--- config.mk ---
export PLATFORM = sky130hd
export DESIGN_NAME = pdor_top
export DESIGN_NICKNAME = d
export VERILOG_FILES = /design/src/pdor_group.v /design/src/pdor_top.v
export VERILOG_INCLUDE_DIRS = /design/src
export SDC_FILE = /design/constraint.sdc
export NUM_CORES = 1
export LEC_CHECK = 0
export BUFFER_PORTS_ARGS = -buffer_cell sky130_fd_sc_hd__buf_2
export CAP_MARGIN = 20
export CORE_MARGIN = 8
export CORE_UTILIZATION = 51
export CTS_CLUSTER_DIAMETER = 200
export DETAILED_ROUTE_END_ITERATION = 6
export PLACE_DENSITY = 0.87
export SETUP_SLACK_MARGIN = 0.4
export SLEW_MARGIN = 20
export SYNTH_ARGS = -nofsm -noshare
export SYNTH_HDL_FRONTEND = slang
export SYNTH_SLANG_ARGS = --single-unit
--- constraint.sdc ---
create_clock -name core_clk -period 8.3 [get_ports core_clk]
set_clock_uncertainty 0.15 [all_clocks]
set_input_delay 1.66 -clock core_clk [delete_from_list [all_inputs] [get_ports core_clk]]
set_output_delay 1.66 -clock core_clk [all_outputs]
set_load 0.05 [all_outputs]
--- src/pdor_regs.vh ---
`ifndef PDOR_REGS_VH
`define PDOR_REGS_VH
// ==========================================================
// Register map, offsets within one group
`define PDOR_OFS_PIN_DIRECTION 7'h00
`define PDOR_OFS_DIRECTION_CLEAR 7'h04
`define PDOR_OFS_DIRECTION_SET 7'h08
`define PDOR_OFS_DIRECTION_TOGGLE 7'h0c
`define PDOR_OFS_OUTPUT_LEVEL 7'h10
`define PDOR_GROUP_STRIDE 7'h80
`define PDOR_GROUP_SHIFT 7
`define PDOR_RESET_VAL 32'h00000000
// ==========================================================
// AXI response codes
`define PDOR_RESP_OKAY 2'h0
`define PDOR_RESP_SLVERR 2'h2
`endif

--- src/pdor_group.v ---
`timescale 1ns/100ps
`include "pdor_regs.vh"
// ==========================================================
// One pin group: direction word and output level word
module pdor_group #(
  parameter WIDTH = 32
) (
  input wire core_clk,
  input wire rst_sync_n,
  input wire wr_en,
  input wire [2:0] wr_reg,
  input wire [WIDTH-1:0] wr_data,
  input wire [WIDTH-1:0] wr_mask,
  output reg [WIDTH-1:0] pin_direction,
  output reg [WIDTH-1:0] output_level
);
  // Register selects: 0 direction, 1 clear, 2 set, 3 toggle, 4 level
  wire [WIDTH-1:0] ones;
  reg [WIDTH-1:0] next_pin_direction;
  reg [WIDTH-1:0] next_output_level;
  assign ones = wr_data & wr_mask;

  // Alias writes act only on bits written as one in enabled lanes
  always @* begin
    next_pin_direction = pin_direction;
    next_output_level = output_level;
    if (wr_en) begin
      case (wr_reg)
        3'h0: next_pin_direction = (pin_direction & ~wr_mask) |
                                   ones;
        3'h1: next_pin_direction = pin_direction & ~ones;
        3'h2: next_pin_direction = pin_direction | ones;
        3'h3: next_pin_direction = pin_direction ^ ones;
        3'h4: next_output_level = (output_level & ~wr_mask) |
                                  ones;
        default: next_pin_direction = pin_direction;
      endcase
    end
  end

  // Both words clear to zero, so every pin starts as an input
  always @(posedge core_clk or negedge rst_sync_n) begin
    if (!rst_sync_n) begin
      pin_direction <= `PDOR_RESET_VAL;
      output_level <= `PDOR_RESET_VAL;
    end else begin
      pin_direction <= next_pin_direction;
      output_level <= next_output_level;
    end
  end
endmodule // pdor_group

--- src/pdor_top.v ---
`timescale 1ns/100ps
`include "pdor_regs.vh"
// ==========================================================
// Port direction and output registers, AXI4-Lite slave
module pdor_top #(
  parameter GROUPS = 3,
  parameter WIDTH = 32,
  parameter ADDR_W = 9
) (
  input wire core_clk,
  input wire rst_n,
  input wire write_guard,
  input wire [ADDR_W-1:0] s_axi_awaddr,
  input wire s_axi_awvalid,
  output wire s_axi_awready,
  input wire [31:0] s_axi_wdata,
  input wire [3:0] s_axi_wstrb,
  input wire s_axi_wvalid,
  output wire s_axi_wready,
  output reg [1:0] s_axi_bresp,
  output reg s_axi_bvalid,
  input wire s_axi_bready,
  input wire [ADDR_W-1:0] s_axi_araddr,
  input wire s_axi_arvalid,
  output wire s_axi_arready,
  output reg [31:0] s_axi_rdata,
  output reg [1:0] s_axi_rresp,
  output reg s_axi_rvalid,
  input wire s_axi_rready,
  output wire [GROUPS*WIDTH-1:0] pin_output_enable,
  output wire [GROUPS*WIDTH-1:0] pin_level
);
  // ==========================================================
  // Reset release through two flops
  reg rst_meta_n;
  reg rst_sync_n;
  always @(posedge core_clk or negedge rst_n) begin
    if (!rst_n) begin
      rst_meta_n <= 1'b0;
      rst_sync_n <= 1'b0;
    end else begin
      rst_meta_n <= 1'b1;
      rst_sync_n <= rst_meta_n;
    end
  end

  // ==========================================================
  // Write channel: address and data latched in either order
  reg aw_held;
  reg w_held;
  reg [ADDR_W-1:0] aw_addr;
  reg [31:0] w_data;
  reg [3:0] w_strb;
  assign s_axi_awready = !aw_held && !s_axi_bvalid;
  assign s_axi_wready = !w_held && !s_axi_bvalid;

  wire aw_fire;
  wire w_fire;
  wire wr_go;
  assign aw_fire = s_axi_awvalid && s_axi_awready;
  assign w_fire = s_axi_wvalid && s_axi_wready;
  assign wr_go = aw_held && w_held;

  always @(posedge core_clk or negedge rst_sync_n) begin
    if (!rst_sync_n) begin
      aw_held <= 1'b0;
      w_held <= 1'b0;
      aw_addr <= {ADDR_W{1'b0}};
      w_data <= 32'h00000000;
      w_strb <= 4'h0;
    end else begin
      if (aw_fire) begin
        aw_held <= 1'b1;
        aw_addr <= s_axi_awaddr;
      end else if (wr_go) begin
        aw_held <= 1'b0;
      end
      if (w_fire) begin
        w_held <= 1'b1;
        w_data <= s_axi_wdata;
        w_strb <= s_axi_wstrb;
      end else if (wr_go) begin
        w_held <= 1'b0;
      end
    end
  end

  // ==========================================================
  // Write decode; unmapped offsets answer SLVERR
  wire [6:0] wr_ofs;
  wire [ADDR_W-1:0] wr_grp;
  wire wr_mapped;
  wire [2:0] wr_reg;
  wire [31:0] wr_mask;
  assign wr_ofs = aw_addr[`PDOR_GROUP_SHIFT-1:0];
  assign wr_grp = aw_addr >> `PDOR_GROUP_SHIFT;
  assign wr_mapped = (wr_grp < GROUPS) && (wr_ofs[1:0] == 2'h0) &&
                     (wr_ofs <= `PDOR_OFS_OUTPUT_LEVEL);
  assign wr_reg = wr_ofs[4:2];
  // Strobes limit the write to the addressed bytes
  assign wr_mask = {{8{w_strb[3]}}, {8{w_strb[2]}},
                    {8{w_strb[1]}}, {8{w_strb[0]}}};

  // Protected writes are dropped but still answered OKAY, so software
  // running under the guard does not fault.
  always @(posedge core_clk or negedge rst_sync_n) begin
    if (!rst_sync_n) begin
      s_axi_bvalid <= 1'b0;
      s_axi_bresp <= `PDOR_RESP_OKAY;
    end else if (wr_go) begin
      s_axi_bvalid <= 1'b1;
      s_axi_bresp <= wr_mapped ? `PDOR_RESP_OKAY : `PDOR_RESP_SLVERR;
    end else if (s_axi_bready) begin
      s_axi_bvalid <= 1'b0;
    end
  end

  // ==========================================================
  // Pin groups, one register set each
  wire [GROUPS*WIDTH-1:0] direction_all;
  wire [GROUPS*WIDTH-1:0] out_all;
  genvar g;
  generate
    for (g = 0; g < GROUPS; g = g + 1) begin : grp
      wire sel;
      assign sel = wr_go && wr_mapped && !write_guard &&
                   (wr_grp == g);
      pdor_group #(
        .WIDTH(WIDTH)
      ) u_group (
        .core_clk(core_clk),
        .rst_sync_n(rst_sync_n),
        .wr_en(sel),
        .wr_reg(wr_reg),
        .wr_data(w_data[WIDTH-1:0]),
        .wr_mask(wr_mask[WIDTH-1:0]),
        .pin_direction(direction_all[g*WIDTH +: WIDTH]),
        .output_level(out_all[g*WIDTH +: WIDTH])
      );
    end
  endgenerate

  // Direction bit enables the driver; output bit gives the level,
  // which the pad also uses as pull direction for an input.
  assign pin_output_enable = direction_all;
  assign pin_level = out_all;

  // ==========================================================
  // Read channel: one cycle from address to data
  assign s_axi_arready = !s_axi_rvalid;
  wire [6:0] rd_ofs;
  wire [ADDR_W-1:0] rd_grp;
  wire rd_mapped;
  assign rd_ofs = s_axi_araddr[`PDOR_GROUP_SHIFT-1:0];
  assign rd_grp = s_axi_araddr >> `PDOR_GROUP_SHIFT;
  assign rd_mapped = (rd_grp < GROUPS) && (rd_ofs[1:0] == 2'h0) &&
                     (rd_ofs <= `PDOR_OFS_OUTPUT_LEVEL);

  // Read mux: the direction word and its three aliases look the same
  reg [31:0] next_rdata;
  integer i;
  always @* begin
    next_rdata = 32'h00000000;
    for (i = 0; i < GROUPS; i = i + 1) begin
      if (rd_grp == i) begin
        if (rd_ofs == `PDOR_OFS_OUTPUT_LEVEL)
          next_rdata[WIDTH-1:0] = out_all[i*WIDTH +: WIDTH];
        else
          next_rdata[WIDTH-1:0] = direction_all[i*WIDTH +: WIDTH];
      end
    end
    if (!rd_mapped)
      next_rdata = 32'h00000000;
  end

  always @(posedge core_clk or negedge rst_sync_n) begin
    if (!rst_sync_n) begin
      s_axi_rvalid <= 1'b0;
      s_axi_rdata <= 32'h00000000;
      s_axi_rresp <= `PDOR_RESP_OKAY;
    end else if (s_axi_arvalid && s_axi_arready) begin
      s_axi_rvalid <= 1'b1;
      s_axi_rdata <= next_rdata;
      s_axi_rresp <= rd_mapped ? `PDOR_RESP_OKAY : `PDOR_RESP_SLVERR;
    end else if (s_axi_rready) begin
      s_axi_rvalid <= 1'b0;
    end
  end
endmodule // pdor_top

### After elaboration in Yosys (flattened, before gate mapping)

Cells that the tools add are included.

* register bits: 279
* input bits: 62

* $lt $le $gt $ge: 4
* equal/unequal tests: 9
* mux-type cells: 19
* bitwise operators: 24
* reduce and logical (&&, ||, !) cells: 36

Operators by type and width (count)
* one-hot mux 32 bit (4 select lines): 3
* AND 32 bit: 10
* OR 32 bit: 9
* two-way mux 32 bit: 7
* bitwise XOR 32 bit: 3
* NOT 32 bit: 2
* logical NOT 9 bit: 2
* logical AND 1 bit: 15
* <= comparator 7 x 5 -> 1 bit, second input constant: 2
* AND reduction 2 bit: 6
* nonzero test 2 bit: 4
* equality test 7 x 5 -> 1 bit, second input constant: 1
* two-way mux 1 bit: 7
* equality test 3 x 2 -> 1 bit, second input constant: 2
* logical NOT 1 bit: 5
* equality test 2 x 1 -> 1 bit, second input constant: 2
* equality test 2 bit, second input constant: 2
* logical NOT 2 bit: 2
* less-than comparator 2 bit, second input constant: 2
* two-way mux 2 bit: 2
* nonzero test 4 bit: 1
* equality test 3 x 1 -> 1 bit, second input constant: 1
* equality test 3 bit, second input constant: 1
* logical NOT 3 bit: 1

### Depth between registers and ports, before layout

Gate-level depths: netlist (run 1).

* depth in word-level cells: 7
* gate-level depth with buffers: 8

### Modules after synthesis

From an unflattened synthesis (run 1), not the netlist that was laid out.

* cell total of the unflattened synthesis: 1806
* area total of the unflattened synthesis: 17569.4 um^2

Modules (own cells, without submodules)
* pdor_top: instances 1, cells an instance 558, area each 5434.0 um^2, sequential area each 2127.0 um^2
* pdor_group at grp[0].u_group: instances 1, cells an instance 416, area each 4057.6 um^2, sequential area each 1601.5 um^2
* pdor_group at grp[1].u_group: instances 1, cells an instance 416, area each 4053.9 um^2, sequential area each 1601.5 um^2
* pdor_group at grp[2].u_group: instances 1, cells an instance 416, area each 4023.9 um^2, sequential area each 1601.5 um^2

### Worst setup path after synthesis (run 1)

No wires, ideal clock.

* path type: input-to-reg
* from: input port s_axi_araddr[1]
* to: register s_axi_rdata[11]
* setup time: 0.126 ns
* data arrival time: 3.387 ns
* required time: 8.024 ns
* path slack: 4.637 ns
* cell stages on the path: 7
* cells stage by stage: or4_1 > clkbuf_1 > nor2_2 > buf_4 > mux2i_1 > o22ai_1 > a221o_1

* cells in the longest elaborated chain, start to end: 6

RTL lines
* from (decl): RTL line pdor_top.v:23 `input wire [ADDR_W-1:0] s_axi_araddr,`
* equality test 7 x 5 -> 1 bit (no line)
* two-way mux 32 bit: RTL line pdor_top.v:166 `` if (rd_ofs == `PDOR_OFS_OUTPUT_LEVEL) ``
* two-way mux 32 bit (3 in a row): RTL line pdor_top.v:165 `if (rd_grp == i) begin`
* two-way mux 32 bit (*): RTL line pdor_top.v:172 `if (!rd_mapped)`
* to (signal assigned): RTL line pdor_top.v:183 `s_axi_rdata <= next_rdata;`
* to (decl): RTL line pdor_top.v:26 `output reg [31:0] s_axi_rdata,`

Mark *: on every way between the ends. The rest lies on a longest branch, timed or not.
A chain may end at the register's enable or synchronous reset.

### Worst setup path in the final report (run 1)

* from: input port s_axi_araddr[3]
* to: register s_axi_rdata[14]

Same word-level chain as after synthesis.

==> impl_metrics.prom, run 1 <==
# TYPE chip_impl_metric gauge
chip_impl_metric{name="antenna_found_initial",unit=""} 2
chip_impl_metric{name="fin_crit_sh",unit=""} 0.542
chip_impl_info{name="synthDominantAreaCellType",value="sky130_fd_sc_hd__dfrtp_1"} 1
chip_impl_info{name="synth.cells.most_frequent",value="277 x sky130_fd_sc_hd__dfrtp_1, 145 x sky130_fd_sc_hd__a21oi_1, 123 x sky130_fd_sc_hd__nand2_1"} 1
chip_impl_metric{name="grt_usage",unit=""} 0.271
chip_impl_metric{name="cp_data_required_time",unit="ps"} 8580
chip_impl_metric{name="worst-path-buf-inv",unit=""} 3
chip_impl_info{name="worst_path_most_repeated_cell",value="sky130_fd_sc_hd__buf_4"} 1
chip_impl_metric{name="postRouteWirelength",unit="mm"} 49.5
chip_impl_info{name="post-synth-top-count-cell",value="sky130_fd_sc_hd__dfrtp_1"} 1
chip_impl_info{name="run_status",value="finished, final reports clean"} 1
chip_impl_metric{name="io_pins",unit=""} 295
chip_impl_metric{name="post-cts-setup-buffer-count",unit=""} 0
chip_impl_metric{name="syn_inst",unit=""} 1411
chip_impl_metric{name="die_x",unit="um"} 187
chip_impl_metric{name="hpwl",unit="mm"} 32.7
chip_impl_metric{name="dp.cells",unit=""} 2001
chip_impl_info{name="critical-path-top-delay-family",value="simple AND/OR/NAND/NOR gates"} 1
chip_impl_metric{name="cp_max_fo",unit=""} 34
chip_impl_metric{name="number_of_clock_sinks",unit=""} 277
chip_impl_metric{name="routed_wire_length_per_instance",unit="um"} 24.1
chip_impl_metric{name="synth_seq_area_share",unit=""} 0.463
chip_impl_metric{name="grt_max_degree",unit=""} 136
chip_impl_metric{name="postSynth.asyncResetShare",unit=""} 1.00
chip_impl_metric{name="cp.arrival",unit="ps"} 4780
chip_impl_metric{name="post_synth_fa_ha_maj_area_fraction",unit=""} 0.0802
chip_impl_metric{name="post_synth_edffs",unit=""} 0
chip_impl_metric{name="drt.antenna.violating_nets",unit=""} 0
chip_impl_metric{name="synth.top_cell.area_share",unit=""} 0.463
chip_impl_metric{name="detailed_route_iter0_violations",unit=""} 1434
chip_impl_metric{name="final.min_clock_period",unit="ps"} 4500
chip_impl_metric{name="max_stage_delay",unit="ps"} 850
chip_impl_metric{name="setup_ws",unit="ps"} 3800
chip_impl_metric{name="fp.dieH",unit="um"} 187
chip_impl_metric{name="cts_hold_buf",unit=""} 0
chip_impl_metric{name="maxCapViolations",unit=""} 0
chip_impl_metric{name="cts_max_path_buffers",unit=""} 3
chip_impl_info{name="cts_tree",value="yes"} 1
chip_impl_metric{name="setup-violations-final",unit=""} 0
chip_impl_metric{name="yosysUniqueCellTypes",unit=""} 48
chip_impl_metric{name="grt_first_pass_wirelength",unit="mm"} 77.0
chip_impl_metric{name="post_route_cells_drive_above_1_share",unit=""} 0.298
chip_impl_metric{name="slew_headroom",unit=""} 0.253
chip_impl_metric{name="design.die.area",unit="sq mm"} 0.0351
chip_impl_info{name="cts.root.buffer_cell",value="sky130_fd_sc_hd__clkbuf_16"} 1
chip_impl_info{name="rsz0062_at_grt",value="false"} 1
chip_impl_metric{name="yosys.area_share.xor_xnor",unit=""} 0
chip_impl_metric{name="drcViolationCount",unit=""} 0
chip_impl_metric{name="postCtsResizedCells",unit=""} 0
chip_impl_metric{name="postSynthRegisterBits",unit=""} 277
chip_impl_metric{name="synth_warn",unit=""} 0
chip_impl_metric{name="synth_area",unit="sq mm"} 0.0150
chip_impl_metric{name="drtPass1Iterations",unit=""} 7
chip_impl_metric{name="muxShareOfSynthArea",unit=""} 0.137
chip_impl_metric{name="setup.reg_to_reg.worst_slack",unit="ps"} 4610
chip_impl_metric{name="clk_pin_slew_worst_paths",unit="ps"} 60
chip_impl_metric{name="rows",unit=""} 62
chip_impl_metric{name="totalNegativeSetupSlack",unit="ps"} 0
chip_impl_metric{name="placeableCoreArea",unit="sq mm"} 0.0289
chip_impl_metric{name="tightestPinTransition",unit="ps"} 1120
chip_impl_info{name="worstSetupPathType",value="in -> reg"} 1
chip_impl_metric{name="preCtsSetupSlack",unit="ps"} 3290
chip_impl_info{name="timing.critical_path.slowest_stage_cell",value="sky130_fd_sc_hd__nor2_4"} 1
chip_impl_metric{name="syn_avg_cell_area",unit="sq um"} 10.6
chip_impl_metric{name="areaGrowthSynthToFinish",unit="%"} 19.1
chip_impl_metric{name="cts_max_level",unit=""} 1
chip_impl_info{name="main_combinational_cell_family_by_area_after_synthesis",value="compound AO/OA/AOI/OAI gates"} 1
chip_impl_metric{name="power_density",unit="mW/mm^2"} 286
chip_impl_info{name="worst_setup_path_end_kind",value="flop"} 1
chip_impl_metric{name="number_of_port_buffers",unit=""} 292
chip_impl_metric{name="vdd_drop_max",unit="mV"} 0.240
chip_impl_metric{name="globalRoute.totalOverflow",unit=""} 0
chip_impl_metric{name="grt_pass1_vias",unit=""} 13500
chip_impl_info{name="worst_hold_path_type",value="reg -> reg"} 1
chip_impl_info{name="ys_top_cells_by_area",value="sky130_fd_sc_hd__dfrtp_1 46%, sky130_fd_sc_hd__ha_1 8.0%, sky130_fd_sc_hd__mux2_2 7.2%, sky130_fd_sc_hd__a21oi_1 4.8%, sky130_fd_sc_hd__o2bb2ai_1 4.8%"} 1
chip_impl_info{name="most_used_flip_flop_cell_after_synthesis",value="sky130_fd_sc_hd__dfrtp_1"} 1
chip_impl_metric{name="report.final.hold_viol_count",unit=""} 0
chip_impl_metric{name="synth-compound-area-share",unit=""} 0.190
chip_impl_metric{name="finalWeightedCongestion",unit=""} 0.830
chip_impl_metric{name="timing.final.max_slew_violations",unit=""} 0
chip_impl_info{name="cp_cell_sequence",value="buf_2, or3b_2, buf_4, nor2_4, buf_4, mux2i_1, o22ai_1, a221o_1"} 1
chip_impl_metric{name="maximum_operating_frequency",unit="GHz"} 0.222
chip_impl_metric{name="vias",unit=""} 13300
chip_impl_metric{name="cts_buffer_count",unit=""} 31
chip_impl_metric{name="fin_nets",unit=""} 1808
chip_impl_metric{name="total_leakage_power",unit="nW"} 9.04
chip_impl_metric{name="post_synth_and_or_nand_nor_area_fraction",unit=""} 0.0970
chip_impl_metric{name="clk-insertion-delay-late",unit="ps"} 560
chip_impl_metric{name="initial_core_util",unit=""} 0.519
chip_impl_metric{name="route.detailed.vias_per_inst",unit=""} 6.45
chip_impl_info{name="startpoint_type",value="input port"} 1
chip_impl_metric{name="final_cells",unit=""} 2058
-- metal layers --
metal	up-vias	wire length, um	share of wire	global-route usage
met5	-	15	0.00030	0
met4	2	2250	0.045	0.131
met3	189	4910	0.099	0.0686
met2	848	23500	0.47	0.441
met1	6523	18800	0.38	0.331
li1	5708	-	-	-
-- logic make-up after synthesis --
| kind of cell | Yosys count |
|---|---|
| muxes | 187 |
| AOI/OAI and AO/OA | 428 |
| adders and majority gates | 96 |
| other | 2 |
| DFF | 277 |
| buffers and inverters | 121 |
| and+or+nand+nor | 300 |
-- worst reg2reg max path, stage by stage, from the launching register on --
cell	delay, ps
sky130_fd_sc_hd__dfrtp_4	790
sky130_fd_sc_hd__o21ai_0	640
sky130_fd_sc_hd__nor4bb_4	820
sky130_fd_sc_hd__nand2_1	780
sky130_fd_sc_hd__o2bb2ai_1	410
-- power by group --
group | total (mW) | internal [mW] | switching, mW | leakage, nW
clock | 1.53 | 0.966 | 0.567 | 0.555
combinational | 1.71 | 0.607 | 1.10 | 4.74
sequential | 1.85 | 1.52 | 0.335 | 3.74
-- stage by stage --
step / power (mW) / utilization / cell area [sq um] / hold slack [ps]
2_1_floorplan: 3.09 / - / 15000 / 181
3_3_place_gp: 3.44 / 0.579 / 16700 / 190
3_5_place_dp: 3.55 / 0.579 / 16700 / 191
4_1_cts: 5.09 / 0.618 / 17800 / 204
5_1_grt: 5.39 / 0.618 / 17800 / 205
6_report: 5.10 / 0.618 / 17800 / 201
-- cells in the final DEF, fill, tap and decap left out, types with 19 or more instances in the layout --
cell and n:
sky130_fd_sc_hd__o21ai_0 75, sky130_fd_sc_hd__mux2_1 45, sky130_fd_sc_hd__o311ai_0 19, sky130_fd_sc_hd__buf_2 292, sky130_fd_sc_hd__mux2_2 96, sky130_fd_sc_hd__nand2_1 122, sky130_fd_sc_hd__ha_1 96, sky130_fd_sc_hd__mux2i_1 46
sky130_fd_sc_hd__and3_1 21, sky130_fd_sc_hd__nor2_1 88, sky130_fd_sc_hd__dfrtp_1 275, sky130_fd_sc_hd__or3_1 20, sky130_fd_sc_hd__a21oi_1 144, sky130_fd_sc_hd__clkbuf_16 31, sky130_fd_sc_hd__o2bb2ai_1 82
-- cell type report --
type | count | area, sq um
fill | 2246 | 11000
multi-input combinational | 1014 | 7620
sequential | 277 | 6940
timing repair buffer | 308 | 1590
clock buffer | 41 | 853
tap | 384 | 480
clock inverter | 15 | 282
inverter | 18 | 67.6
antenna | 1 | 2.50
-- path summary, 6_finish.rpt --
kind | startpoint | to | depth (start not counted)
max | s_axi_araddr[3] | s_axi_rdata[14]$_DFFE_PN0P_ | 8
min | rst_meta_n$_DFF_PN0_ | rst_sync_n$_DFF_PN0_ | 0
max reg2reg | aw_addr[3]$_DFFE_PN0P_ | grp[2].u_group.pin_direction[8]$_DFFE_PN0P_ | 4
min reg2reg | rst_meta_n$_DFF_PN0_ | rst_sync_n$_DFF_PN0_ | 0
max in group asynchronous | rst_sync_n$_DFF_PN0_ | aw_addr[3]$_DFFE_PN0P_ | 1
min in group asynchronous | rst_sync_n$_DFF_PN0_ | async pin | 0
Note: power is estimated with default switching activity, not from simulation.
==> run 2, diff against run 1 <==
Clock period 8.3 ns to 4 ns, I/O delays scaled along.
==> run 2 against run 1 <==
  * Global-route usage decreased by 0.14 points
  * Final area increased by 0.11%
  * Via count decreased by 0.37%
  * Utilization increased by 0.069 points
  * Hold slack got worse by 54 ps
  * Sequential cell count unchanged
  * Register-to-register slack got worse by 3400 ps
  * Combinational power increased by 110%
  * Power increased by 100%
  * Die area unchanged
  * Sequential power increased by 100%
  * Final cell count increased by 0.53%
  * Critical endpoint is now grp[2].u_group.pin_direction[28]$_DFFE_PN0P_
==> impl_metrics.prom, run 2 (synthesized netlist as in run 1, its figures left out) <==
# TYPE chip_impl_metric gauge
chip_impl_metric{name="post_route_cells_drive_above_1_share",unit=""} 0.302
chip_impl_metric{name="final.min_clock_period",unit="ps"} 2830
chip_impl_metric{name="max_stage_delay",unit="ps"} 720
chip_impl_metric{name="areaGrowthSynthToFinish",unit="%"} 19.2
chip_impl_metric{name="drcViolationCount",unit=""} 0
chip_impl_info{name="timing.critical_path.slowest_stage_cell",value="sky130_fd_sc_hd__nand2_1"} 1
chip_impl_metric{name="postRouteWirelength",unit="mm"} 49.0
chip_impl_metric{name="total_leakage_power",unit="nW"} 9.06
chip_impl_info{name="startpoint_type",value="flop"} 1
chip_impl_metric{name="maximum_operating_frequency",unit="GHz"} 0.353
chip_impl_info{name="cp_cell_sequence",value="or4_4, a2111oi_4, nand2_1, o2bb2ai_1"} 1
chip_impl_metric{name="clk_pin_slew_worst_paths",unit="ps"} 60
chip_impl_info{name="cts.root.buffer_cell",value="sky130_fd_sc_hd__clkbuf_16"} 1
chip_impl_metric{name="number_of_port_buffers",unit=""} 292
chip_impl_info{name="run_status",value="finished, final reports clean"} 1
chip_impl_metric{name="io_pins",unit=""} 295
chip_impl_info{name="worst_hold_path_type",value="reg -> async"} 1
chip_impl_metric{name="timing.final.max_slew_violations",unit=""} 0
chip_impl_metric{name="grt_usage",unit=""} 0.269
chip_impl_info{name="cts_tree",value="yes"} 1
chip_impl_metric{name="detailed_route_iter0_violations",unit=""} 1185
chip_impl_metric{name="fp.dieH",unit="um"} 187
chip_impl_info{name="critical-path-top-delay-family",value="simple AND/OR/NAND/NOR gates"} 1
chip_impl_metric{name="cts_buffer_count",unit=""} 31
chip_impl_metric{name="setup.reg_to_reg.worst_slack",unit="ps"} 1170
chip_impl_metric{name="design.die.area",unit="sq mm"} 0.0351
chip_impl_metric{name="antenna_found_initial",unit=""} 2
chip_impl_info{name="worst_setup_path_end_kind",value="flop"} 1
chip_impl_metric{name="finalWeightedCongestion",unit=""} 0.820
chip_impl_metric{name="drtPass1Iterations",unit=""} 5
chip_impl_metric{name="die_x",unit="um"} 187
chip_impl_metric{name="post-cts-setup-buffer-count",unit=""} 0
chip_impl_info{name="worst_r2r_startpoint",value="aw_addr[1]$_DFFE_PN0P_"} 1
chip_impl_metric{name="totalNegativeSetupSlack",unit="ps"} 0
chip_impl_metric{name="power_density",unit="mW/mm^2"} 577
chip_impl_metric{name="hpwl",unit="mm"} 33.3
chip_impl_metric{name="slew_headroom",unit=""} 0.309
chip_impl_metric{name="cp_max_fo",unit=""} 19
chip_impl_metric{name="clk-insertion-delay-late",unit="ps"} 560
chip_impl_metric{name="cts_max_path_buffers",unit=""} 3
chip_impl_metric{name="worst-path-buf-inv",unit=""} 0
chip_impl_metric{name="area.sequential",unit="sq mm"} 0.00694
chip_impl_metric{name="number_of_clock_sinks",unit=""} 277
chip_impl_metric{name="fin_crit_sh",unit=""} 0.708
chip_impl_metric{name="setup-violations-final",unit=""} 0
chip_impl_metric{name="grt_pass1_vias",unit=""} 13500
chip_impl_metric{name="cp.arrival",unit="ps"} 3140
chip_impl_metric{name="design_area",unit="sq mm"} 0.0179
chip_impl_metric{name="vdd_drop_max",unit="mV"} 0.473
chip_impl_metric{name="globalRoute.totalOverflow",unit=""} 0
chip_impl_metric{name="tightestPinTransition",unit="ps"} 1030
chip_impl_metric{name="multi_input_comb_area",unit="sq mm"} 0.00763
chip_impl_metric{name="rows",unit=""} 62
chip_impl_metric{name="route.detailed.vias_per_inst",unit=""} 6.39
chip_impl_metric{name="drt.antenna.violating_nets",unit=""} 0
chip_impl_info{name="rr_endpoint",value="grp[2].u_group.pin_direction[28]$_DFFE_PN0P_"} 1
chip_impl_metric{name="placeableCoreArea",unit="sq mm"} 0.0289
chip_impl_metric{name="fin_nets",unit=""} 1818
chip_impl_metric{name="fillers",unit=""} 2259
chip_impl_metric{name="grt_max_degree",unit=""} 107
chip_impl_metric{name="vias",unit=""} 13200
chip_impl_info{name="most-common-layout-cells",value="292 x sky130_fd_sc_hd__buf_2, 275 x sky130_fd_sc_hd__dfrtp_1, 144 x sky130_fd_sc_hd__a21oi_1"} 1
chip_impl_metric{name="report.final.hold_viol_count",unit=""} 0
chip_impl_metric{name="worst-r2r-cell-count",unit=""} 4
chip_impl_metric{name="grt_first_pass_wirelength",unit="mm"} 76.8
chip_impl_metric{name="cp_data_required_time",unit="ps"} 4310
chip_impl_metric{name="cts_max_level",unit=""} 1
chip_impl_metric{name="maxCapViolations",unit=""} 0
chip_impl_metric{name="initial_core_util",unit=""} 0.519
chip_impl_metric{name="place_area",unit="sq mm"} 0.0168
chip_impl_info{name="worstSetupPathType",value="reg -> reg"} 1
chip_impl_metric{name="routed_wire_length_per_instance",unit="um"} 23.7
chip_impl_info{name="rsz0062_at_grt",value="false"} 1
chip_impl_info{name="final_common_cell",value="sky130_fd_sc_hd__buf_2"} 1
[run 2: cell types whose count changed in the layout (fill, tap and decap cells not counted)]
cell,change
sky130_fd_sc_hd__nand2b_4,+1
sky130_fd_sc_hd__bufinv_16,-5
sky130_fd_sc_hd__clkbuf_8,+3
sky130_fd_sc_hd__clkbuf_1,-1
sky130_fd_sc_hd__clkinv_4,+1
sky130_fd_sc_hd__dlygate4sd3_1,+1
sky130_fd_sc_hd__clkinv_2,+2
sky130_fd_sc_hd__inv_6,-1
sky130_fd_sc_hd__clkinvlp_4,+2
sky130_fd_sc_hd__buf_4,+7
sky130_fd_sc_hd__buf_12,+2
sky130_fd_sc_hd__nand2b_2,-1
[run 2: worst max-delay path by stage]
| stage | from | to | slack, ps | cells after the start |
|---|---|---|---|---|
| floorplan | rst_sync_n$_DFF_PN0_ | async pin | 1080 | 0 |
| global placement | s_axi_araddr[8] | s_axi_rdata[6]$_DFFE_PN0P_ | 870 | 5 |
| detailed placement | s_axi_araddr[8] | s_axi_rdata[5]$_DFFE_PN0P_ | 750 | 5 |
| CTS | aw_addr[1]$_DFFE_PN0P_ | grp[2].u_group.pin_direction[28]$_DFFE_PN0P_ | 1180 | 4 |
| global route | aw_addr[3]$_DFFE_PN0P_ | grp[2].u_group.pin_direction[28]$_DFFE_PN0P_ | 1030 | 5 |
| finish | aw_addr[1]$_DFFE_PN0P_ | grp[2].u_group.pin_direction[28]$_DFFE_PN0P_ | 1170 | 4 |
[run 2: power by group]
group	internal, mW	switching (mW)	leakage, nW
registers	3.16	0.559	3.74
logic	1.27	2.40	4.80
clock network	1.74	1.19	0.513
[run 2: routing by layer]
| layer | up-vias | share of wire | GRT usage |
|---|---|---|---|
| met3 | 182 | 0.097 | 0.0662 |
| met4 | 2 | 0.048 | 0.132 |
| met5 | - | 0.00024 | 0 |
| li1 | 5726 | - | - |
| met2 | 802 | 0.47 | 0.436 |
| met1 | 6509 | 0.39 | 0.332 |
[run 2: final cells by class]
| class | count | area share |
|---|---|---|
| clock buffer | 43 | 0.0499 |
| antenna | 1 | 0.000140 |
| multi-input combinational | 1014 | 0.427 |
| inverter | 18 | 0.00378 |
| clock inverter | 14 | 0.00876 |
| tap | 384 | 0.0269 |
| timing repair buffer | 318 | 0.0950 |
| sequential | 277 | 0.388 |
[run 2: worst register-to-register path: cells and delay by family (launching register included)]
family             cells  cell delay, ps
and+or+nand+nor        2            1320
AOI/OAI and AO/OA      2             890
DFF                    1             380
[run 2: through the flow]
step	utilization	total power, mW	setup WS (ps)	hold WS, ps	instances
after floorplan	-	6.42	1080	181	1412
after global placement	0.582	7.14	874	150	2010
after detailed placement	0.582	7.37	750	159	2010
after CTS	0.619	10.3	1180	164	2068
after global routing	0.619	10.9	1030	183	2069
final	0.619	10.3	1170	147	2069
[run 2: repair_timing]
action	CTS	global route
resized for setup	0	0
hold buffers	1	0
endpoints found under the hold margin	2	0
